## config.mk

```make
export PLATFORM = sky130hd
export DESIGN_NAME = fepc_top
export DESIGN_NICKNAME = d
export VERILOG_FILES = /design/src/include/fepc_pkg.sv /design/src/rtl/fepc_top.sv
export SDC_FILE = /design/constraint.sdc
export NUM_CORES = 1
export LEC_CHECK = 0
export BUFFER_PORTS_ARGS = -buffer_cell sky130_fd_sc_hd__buf_2
export CAP_MARGIN = 20
export CORE_MARGIN = 2
export CORE_UTILIZATION = 35
export CTS_BUF_LIST = sky130_fd_sc_hd__clkbuf_8
export CTS_CLUSTER_SIZE = 25
export DETAILED_ROUTE_END_ITERATION = 8
export GPL_TIMING_DRIVEN = 0
export HOLD_SLACK_MARGIN = 0.06
export PLACE_DENSITY = 0.62
export SYNTH_ARGS = -nofsm -noshare
export SYNTH_HDL_FRONTEND = slang
export SYNTH_SLANG_ARGS = --single-unit
```

## constraint.sdc

```tcl
create_clock -name aclk -period 15.71 [get_ports aclk]
set_clock_uncertainty 0.2 [all_clocks]
set_input_delay 0.7855 -clock aclk [delete_from_list [all_inputs] [get_ports aclk]]
set_output_delay 0.7855 -clock aclk [all_outputs]
set_load 0.03 [all_outputs]
```

## src/include/fepc_pkg.sv

```systemverilog
// fepc_pkg: register map, field layout and encodings of the fine edge pwm config block
// assumes a 32-bit axi4-lite slave with one aligned word per register
package fepc_pkg;
  localparam logic [11:0] FEPC_CFG_ADDR = 12'h080;
  localparam logic [11:0] FEPC_SCALE_ADDR = 12'h098;
  localparam logic [11:0] FEPC_FINE_CMP_ADDR = 12'h020;
  localparam logic [11:0] FEPC_FINE_PRD_ADDR = 12'h018;
  localparam logic [11:0] FEPC_FINE_PHS_ADDR = 12'h008;
  localparam logic [11:0] FEPC_STATUS_ADDR = 12'h0c0;
  localparam int FEPC_EDGE_LSB = 0;
  localparam int FEPC_CTL_BIT = 2;
  localparam int FEPC_LOAD_LSB = 3;
  localparam int FEPC_SELB_BIT = 5;
  localparam int FEPC_AUTO_BIT = 6;
  localparam int FEPC_SWAP_BIT = 7;
  localparam int FEPC_FINE_LSB = 8;
  localparam logic [7:0] FEPC_CFG_RST = 8'h00;
  localparam logic [7:0] FEPC_CFG_MASK = 8'hff;
  localparam logic [15:0] FEPC_ZERO_COUNT = 16'h0000;
  localparam logic [1:0] FEPC_RESP_OKAY = 2'h0;
  localparam logic [1:0] FEPC_RESP_SLVERR = 2'h2;
  typedef enum logic [1:0] {FEPC_LD_ZERO, FEPC_LD_PRD, FEPC_LD_BOTH, FEPC_LD_RSVD} fepc_load_t;
  typedef enum logic [1:0] {FEPC_EDGE_OFF, FEPC_EDGE_RISE, FEPC_EDGE_FALL, FEPC_EDGE_BOTH} fepc_edge_t;
endpackage

```

## src/rtl/fepc_top.sv

```systemverilog
// fepc_top: configuration decode and fine value staging for a fine edge pwm channel
// assumes the coarse time base and micro-edge delay line sit outside, on aclk
//
// Summary of operation
// - auto-scale on multiplies fine value by scale
// - auto-scale off takes value as pre-scaled
// - second output normal or inverted first
// - load select picks zero, period, either
// - zero and period events from counter compare
// - control select picks compare/period or phase
// - edge select zero disables fine placement
// - codes one/two move rising/falling with compare or phase
// - code three moves both edges
`timescale 1ns/1ps
module fepc_top import fepc_pkg::*; #(
  parameter int CNT_W = 16
) (
  // clock and reset
  input wire logic aclk,
  input wire logic aresetn,
  // axi4-lite write address
  input wire logic [11:0] s_axi_awaddr,
  input wire logic s_axi_awvalid,
  output logic s_axi_awready,
  // axi4-lite write data
  input wire logic [31:0] s_axi_wdata,
  input wire logic [3:0] s_axi_wstrb,
  input wire logic s_axi_wvalid,
  output logic s_axi_wready,
  // axi4-lite write response
  output logic [1:0] s_axi_bresp,
  output logic s_axi_bvalid,
  input wire logic s_axi_bready,
  // axi4-lite read address
  input wire logic [11:0] s_axi_araddr,
  input wire logic s_axi_arvalid,
  output logic s_axi_arready,
  // axi4-lite read data
  output logic [31:0] s_axi_rdata,
  output logic [1:0] s_axi_rresp,
  output logic s_axi_rvalid,
  input wire logic s_axi_rready,
  // coarse time base, same clock
  input wire logic [CNT_W-1:0] time_base_count,
  input wire logic [CNT_W-1:0] period_value,
  // channel signals before output selection
  input wire logic first_channel_signal,
  input wire logic second_channel_signal,
  // channel outputs
  output logic first_channel_output,
  output logic second_channel_output,
  // to the micro-edge positioner
  output logic [15:0] mep_fine_value,
  output logic mep_rise_enable,
  output logic mep_fall_enable,
  output logic mep_phase_mode,
  output logic fine_load_pulse
);
  initial begin
    if (CNT_W < 1 || CNT_W > 16) $error("CNT_W must be 1..16");
  end

  typedef struct packed {
    logic [7:0] cfg;
    logic [7:0] scale;
    logic [7:0] cmp_shadow;
    logic [7:0] cmp_active;
    logic [7:0] prd;
    logic [7:0] phs;
    logic aw_got;
    logic [11:0] aw_addr;
    logic w_got;
    logic [31:0] w_data;
    logic [3:0] w_strb;
    logic bvalid;
    logic [1:0] bresp;
    logic rvalid;
    logic [31:0] rdata;
    logic [1:0] rresp;
    logic [15:0] fine;
    logic rise;
    logic fall;
    logic phase;
    logic load;
    logic out_a;
    logic out_b;
  } fepc_state_t;

  fepc_state_t st_q, st_d;

  // state layout notes:
  // cfg holds the six configuration fields in eight bits, bit 7 kept only for software
  // scale is the hardware multiplier used when auto-scale is on
  // cmp_shadow takes bus writes; cmp_active only moves on a load event,
  // so a write in mid-period never disturbs the edge being placed now
  // prd and phs are not shadowed here, they reach the fine value one clock after the write commits
  // aw_got/w_got remember a half-taken write until the other half arrives
  // bvalid/rvalid are the answer flags, each held until its ready
  // fine, rise, fall, phase and load are the registered positioner outputs
  // out_a/out_b are the registered channel outputs

  logic auto_scale_enable;
  logic second_output_select;
  fepc_load_t fine_load_select;
  logic fine_control_select;
  fepc_edge_t edge_select;
  // counter events and the event picked by the load select field
  logic zero_evt;
  logic prd_evt;
  logic load_evt;
  // fine value before and after scaling
  logic [7:0] raw_fine;
  logic [15:0] scaled;

  // field decode of the configuration register
  assign auto_scale_enable = st_q.cfg[FEPC_AUTO_BIT];
  assign second_output_select = st_q.cfg[FEPC_SELB_BIT];
  assign fine_load_select = fepc_load_t'(st_q.cfg[FEPC_LOAD_LSB +: 2]);
  assign fine_control_select = st_q.cfg[FEPC_CTL_BIT];
  assign edge_select = fepc_edge_t'(st_q.cfg[FEPC_EDGE_LSB +: 2]);

  // counter events, compared on the live counter
  assign zero_evt = (time_base_count == FEPC_ZERO_COUNT[CNT_W-1:0]);
  assign prd_evt = (time_base_count == period_value);

  // load event decode; reserved code never loads
  always_comb begin
    case (fine_load_select)
      FEPC_LD_ZERO: load_evt = zero_evt;
      FEPC_LD_PRD: load_evt = prd_evt;
      FEPC_LD_BOTH: load_evt = zero_evt | prd_evt;
      FEPC_LD_RSVD: load_evt = 1'b0;
      default: load_evt = 1'b0;
    endcase
  end

  // edge source pick: both-edge mode uses phase or period, single edge uses phase or compare
  // single-edge modes with control select set still use phase, which keeps
  // phase control usable for either edge alone
  // the active compare, not the shadow, is used so the edge moves only on
  // a load event
  always_comb begin
    if (edge_select == FEPC_EDGE_BOTH) begin
      raw_fine = fine_control_select ? st_q.phs : st_q.prd;
    end else if (fine_control_select) begin
      raw_fine = st_q.phs;
    end else begin
      raw_fine = st_q.cmp_active;
    end
  end

  // hardware scaling costs one 8x8 multiplier; off means value is used as written
  assign scaled = auto_scale_enable ? 16'(raw_fine * st_q.scale) : {raw_fine, 8'h00};

  // all next-state logic
  always_comb begin
    logic [31:0] wd;
    logic wr_ok, rd_ok;
    wd = st_q.w_data;
    wr_ok = 1'b0;
    rd_ok = 1'b0;
    st_d = st_q;
    // accept address and data in either order
    if (s_axi_awvalid && s_axi_awready) begin
      st_d.aw_got = 1'b1;
      st_d.aw_addr = s_axi_awaddr;
    end
    if (s_axi_wvalid && s_axi_wready) begin
      st_d.w_got = 1'b1;
      st_d.w_data = s_axi_wdata;
      st_d.w_strb = s_axi_wstrb;
    end
    if (st_q.bvalid && s_axi_bready) begin
      st_d.bvalid = 1'b0;
    end
    // write commit once both halves are held; byte lane 0 carries the cfg and scale fields
    // commit waits one cycle after the second half is taken, which costs a
    // cycle of latency but keeps the address decode off the bus inputs
    // fine registers sit in byte lane 1, matching their upper-byte layout
    // an unmapped address still answers, with an error code and no effect
    if (st_q.aw_got && st_q.w_got && !st_q.bvalid) begin
      wr_ok = 1'b1;
      case (st_q.aw_addr[11:2])
        FEPC_CFG_ADDR[11:2]: begin
          if (st_q.w_strb[0]) st_d.cfg = wd[7:0] & FEPC_CFG_MASK;
        end
        FEPC_SCALE_ADDR[11:2]: begin
          if (st_q.w_strb[0]) st_d.scale = wd[7:0];
        end
        FEPC_FINE_CMP_ADDR[11:2]: begin
          if (st_q.w_strb[1]) st_d.cmp_shadow = wd[FEPC_FINE_LSB +: 8];
        end
        FEPC_FINE_PRD_ADDR[11:2]: begin
          if (st_q.w_strb[1]) st_d.prd = wd[FEPC_FINE_LSB +: 8];
        end
        FEPC_FINE_PHS_ADDR[11:2]: begin
          if (st_q.w_strb[1]) st_d.phs = wd[FEPC_FINE_LSB +: 8];
        end
        FEPC_STATUS_ADDR[11:2]: wr_ok = 1'b1;
        default: wr_ok = 1'b0;
      endcase
      st_d.aw_got = 1'b0;
      st_d.w_got = 1'b0;
      st_d.bvalid = 1'b1;
      st_d.bresp = wr_ok ? FEPC_RESP_OKAY : FEPC_RESP_SLVERR;
    end
    // shadow to active on the selected counter event
    if (load_evt) begin
      st_d.cmp_active = st_q.cmp_shadow;
    end
    // read path
    // read data is registered straight from the address, so rvalid rises
    // right after the address is taken; arready stays low until rdata is
    // taken, so a second read can never overwrite data not yet seen
    // the status word is the only way to see the active compare value
    if (st_q.rvalid && s_axi_rready) begin
      st_d.rvalid = 1'b0;
    end
    if (s_axi_arvalid && s_axi_arready) begin
      rd_ok = 1'b1;
      st_d.rdata = 32'h0000_0000;
      case (s_axi_araddr[11:2])
        FEPC_CFG_ADDR[11:2]: st_d.rdata[7:0] = st_q.cfg;
        FEPC_SCALE_ADDR[11:2]: st_d.rdata[7:0] = st_q.scale;
        FEPC_FINE_CMP_ADDR[11:2]: st_d.rdata[FEPC_FINE_LSB +: 8] = st_q.cmp_shadow;
        FEPC_FINE_PRD_ADDR[11:2]: st_d.rdata[FEPC_FINE_LSB +: 8] = st_q.prd;
        FEPC_FINE_PHS_ADDR[11:2]: st_d.rdata[FEPC_FINE_LSB +: 8] = st_q.phs;
        FEPC_STATUS_ADDR[11:2]: st_d.rdata[15:0] = {st_q.cmp_active, 5'h00, st_q.phase, st_q.fall, st_q.rise};
        default: rd_ok = 1'b0;
      endcase
      st_d.rvalid = 1'b1;
      st_d.rresp = rd_ok ? FEPC_RESP_OKAY : FEPC_RESP_SLVERR;
    end
    // edge enables to the micro-edge positioner
    case (edge_select)
      FEPC_EDGE_OFF: begin
        st_d.rise = 1'b0;
        st_d.fall = 1'b0;
      end
      FEPC_EDGE_RISE: begin
        st_d.rise = 1'b1;
        st_d.fall = 1'b0;
      end
      FEPC_EDGE_FALL: begin
        st_d.rise = 1'b0;
        st_d.fall = 1'b1;
      end
      FEPC_EDGE_BOTH: begin
        st_d.rise = 1'b1;
        st_d.fall = 1'b1;
      end
      default: begin
        st_d.rise = 1'b0;
        st_d.fall = 1'b0;
      end
    endcase
    // coarse edges only when disabled, so the value is zeroed too
    st_d.fine = (edge_select == FEPC_EDGE_OFF) ? 16'h0000 : scaled;
    st_d.phase = fine_control_select;
    st_d.load = load_evt;
    // output select; the swap bit is stored but steers nothing here
    st_d.out_a = first_channel_signal;
    st_d.out_b = second_output_select ? ~first_channel_signal : second_channel_signal;
  end

  // single state register
  // reset clears every field; the configuration reset value is applied on top
  // so that a non-zero default would need only a package change
  // reset is synchronous, so it must be held over at least one edge
  always_ff @(posedge aclk) begin
    if (!aresetn) begin
      st_q <= '0;
      st_q.cfg <= FEPC_CFG_RST;
    end else begin
      st_q <= st_d;
    end
  end

  // bus handshakes; one write and one read outstanding at most
  // the ready outputs are combinational from state only, never from valid,
  // so no combinational loop can form with a master that waits on ready
  // limitation: no write and read ordering is enforced between channels;
  // a read issued alongside a write may see the old register value
  // write ready signals drop while a response waits, which also blocks
  // a new address from being taken before the old one is answered
  assign s_axi_awready = !st_q.aw_got && !st_q.bvalid;
  assign s_axi_wready = !st_q.w_got && !st_q.bvalid;
  assign s_axi_arready = !st_q.rvalid;
  assign s_axi_bvalid = st_q.bvalid;
  assign s_axi_bresp = st_q.bresp;
  assign s_axi_rvalid = st_q.rvalid;
  assign s_axi_rdata = st_q.rdata;
  assign s_axi_rresp = st_q.rresp;

  // registered outputs
  // all outputs lag their cause by one cycle; the positioner sees settled
  // values only, at the price of that cycle of delay
  assign first_channel_output = st_q.out_a;
  assign second_channel_output = st_q.out_b;
  assign mep_fine_value = st_q.fine;
  assign mep_rise_enable = st_q.rise;
  assign mep_fall_enable = st_q.fall;
  assign mep_phase_mode = st_q.phase;
  assign fine_load_pulse = st_q.load;
endmodule

```

==> impl_results.md <==
* Starting DRT DRC Count at 349
* Gpl congestion at 0.856
* Top post-synthesis cells by count: dfxtp_1 (120), nand2_1 (108), nor2b_1 (89)
* Die Wd at 152 um
* Max-cap check violation count at 0
* Number of synthesis warnings at 0
* Antenna diodes at 0
* Number of cells on the worst reg-to-reg path at 18
* Synth top area cells: dfxtp_1 (31%), fa_1 (9.4%), nor2b_1 (7.3%)
* Mapped Avg Cell Area at 8.81 sq um
* Most common cell in the netlist: dfxtp_1
* CTS clk-pin slew, worst paths at 0.08 ns
* Crit path kind: reg -> reg
* Lkg Pwr at 4.08 nW
* Net switching fraction of the power at 26.7%
* PD cells at 71.9 nW/um^2
* Max Root-Sink Buffers at 2
* Core area at 21600 sq um
* Global route overflow at 0
* RR Endpoint: mep_fine_value[13]
* Crit path launch type: register
* Hold path start: s_axi_rdata[13]
* Number of global-route vias before repair at 5944
* Placed wire-length estimate at 15200 um
* Via count at 6278
* H-tree depth at 4
* CP Capture Type: register
* Synth-to-layout area growth at 18.4%
* Fill count at 2226
* Worst-path fanout max at 10
* Post-Syn Instances at 867
* GRT Total Usage at 17.4%
* Synth unique cells at 60
* Routed WL at 19600 um
* Worst Max-Slew Pin Slew at 1.06 ns
* FF-to-FF Start: fine_control_select
* Vias/cell at 4.77
* Worst slew margin at 29.4%
* Detailed Routing Iterations Pass 1 at 5
* Post-CTS sizing at 0
* Die Ht at 152 um
* Final period demand of the worst path at 6.17 ns
* Largest net degree at the start of global routing at 17
* Setup TNS at 0 ns
* CTS Root Cell: clkbuf_8
* Hold Buf Count CTS at 0
* Asr flop ratio synth at 0%
* Final ANT Viol Nets at 0
* DRC viols at 0
* Die area at 23000 sq um
* Ports at 164
* Clk sink count at 120
* Arr. time, crit path at 6.30 ns
* Power share of the clock group at 42.1%
* Number of synthesized flops with an enable pin at 0
* Worst-skew pair later-pin latency at 0.44 ns
* Nets at 1197
* Antenna violations before repair at 0
* Run status: completed
* Fmax at 162 MHz
* Routed wire per std cell at 14.9 um
* NetSw at 0.174 mW
* Worst EP required at 15.84 ns
* Hold Path Sink: s_axi_rdata[13]
* Setup repair bufs after CTS at 0
* Reg2reg setup slack at 9.54 ns
* First-pass GRT wire length at 30900 um
* Post-synthesis sequential area ratio at 31.4%
* Final hold viol count at 0
* Site Rows at 54
* RSZ-0062 raised after global routing: no
* Cell-internal power at 0.477 mW
* Setup violations, final at 0
* Synthesized area at 7640 sq um
* Hold Crit Depth at 2
* Starting density of the core at 35.3%
* # port buffers at 121
* Layout cell share with drive strength beyond 1 at 20.8%
* Hold crit path type: reg -> reg
* Flop pwr share at 48.7%
* Synth Register Bits at 120
* Slew Viols, Final at 0
* Combinational power share at 9.2%
* TritonCTS clock tree: done
* VDD IR max at 0.0617 mV
* Fin Hold WS at 0.253 ns
* TritonCTS Buffers at 17
* Part of the cycle the worst path needs at 39.3%
* Area share of the largest cell type after synthesis at 31.4%
* Cell taking the most area after synthesis: dfxtp_1
* Synth Flop Type: dfxtp_1
[cells in the final DEF, fill, tap and decap left out, types with 22 or more instances in the layout]
cell type  netlist  routed
buf_2            1     122
dfxtp_1        120     120
nand2_1        108     108
nor2b_1         89      89
inv_1           54      56
buf_4           52      52
mux2i_1         43      43
fa_1            36      36
ha_1            36      36
a21boi_0        29      29
nor2_1          28      28
clkbuf_1        27      27
a21oi_1         22      22
o21ai_0         22      22
[power groups by stage]
| stage | clock network [mW] | registers [mW] | logic, mW |
|---|---|---|---|
| 2_1_floorplan | 0 | 0.323 | 0.0378 |
| 3_3_place_gp | 0 | 0.324 | 0.0595 |
| 3_5_place_dp | 0 | 0.324 | 0.0603 |
| 4_1_cts | 0.279 | 0.317 | 0.0605 |
| 5_1_grt | 0.292 | 0.318 | 0.0663 |
| 6_report | 0.274 | 0.317 | 0.0600 |
[how the worst max path moves through the flow]
stage                         from                 end
3_3_place_gp   fine_control_select  mep_fine_value[13]
6_report       fine_control_select  mep_fine_value[13]
4_1_cts        fine_control_select  mep_fine_value[13]
2_1_floorplan  fine_control_select  mep_fine_value[13]
3_5_place_dp   fine_control_select  mep_fine_value[13]
5_1_grt        fine_control_select  mep_fine_value[13]
[kinds of logic after synthesis]
| kind of cell | Yosys count | synth area share (%) |
|---|---|---|
| AND/OR/NAND/NOR | 330 | 23.2 |
| buffers and inverters | 141 | 9.59 |
| AO/OA/AOI/OAI | 134 | 11.7 |
| flip-flops | 120 | 31.4 |
| adder cells (fa/ha/maj) | 72 | 15.3 |
| multiplexers | 44 | 5.78 |
| XOR/XNOR | 25 | 2.87 |
| other | 1 | 0.0491 |
[layer usage]
metal	vias to the layer above	share of wire (%)	wire length (um)	GRT usage (%)
li1	3157	-	-	-
met1	2904	48	9490	23.4
met2	196	45	8710	28.4
met3	21	5.2	1020	2.81
met4	0	1.7	340	6.06
met5	-	0	0	0
[stage by stage]
step / setup slack, ns / std cells / cell area [sq um] / total power, mW / utilization, %
finish: 9.54 / 1317 / 9050 / 0.651 / 41.9
global route: 9.19 / 1317 / 9050 / 0.676 / 41.9
detailed placement: 9.57 / 1285 / 8660 / 0.384 / 40.1
CTS: 9.56 / 1317 / 9050 / 0.656 / 41.9
floorplan: 10.54 / 884 / 7710 / 0.361 / -
global placement: 9.58 / 1285 / 8660 / 0.383 / 40.1
[registers in the layout, indices dropped and copies added, names as in the netlist]
| register | cells |
|---|---|
| fine_load_pulse | 1 |
| second_output_select | 1 |
| fine_control_select | 1 |
| auto_scale_enable | 1 |
| s_axi_bvalid | 1 |
| s_axi_rvalid | 1 |
| fine_load_select | 2 |
| mep_fine_value | 16 |
| first_channel_output | 1 |
| s_axi_rdata | 16 |
| mep_rise_enable | 1 |
| second_channel_output | 1 |
| edge_select | 2 |
| mep_phase_mode | 1 |
| st_q | 71 |
| mep_fall_enable | 1 |
| s_axi_rresp | 1 |
| s_axi_bresp | 1 |
[worst max-delay path, cell delays in order (launching register included)]
cell      delay (ns)
dfxtp_1         0.31
clkbuf_1        0.33
buf_1           0.43
a21oi_1         0.08
a21oi_1         0.83
nor2b_1         0.15
fa_1            0.54
inv_1           0.06
fa_1            0.55
fa_1            0.43
fa_1            0.49
inv_1           0.04
ha_1            0.32
o21a_1          0.13
o31a_1          0.13
o21ai_0         0.34
o211ai_1        0.17
and4b_1         0.21
or3_1           0.33
[final cells by class]
class                   count  area (sq um)  area share, %
repair buffers            121           606           6.69
plain buffers              87           531           5.86
clock buffers              21           289           3.19
inverters                  54           203           2.24
flip-flops and latches    120          2400           26.5
well taps                 280           350           3.87
multi-input cells         623          4570           50.5
clock inverters            11          97.6           1.08
No activity file was read; power rests on OpenSTA's default activity.
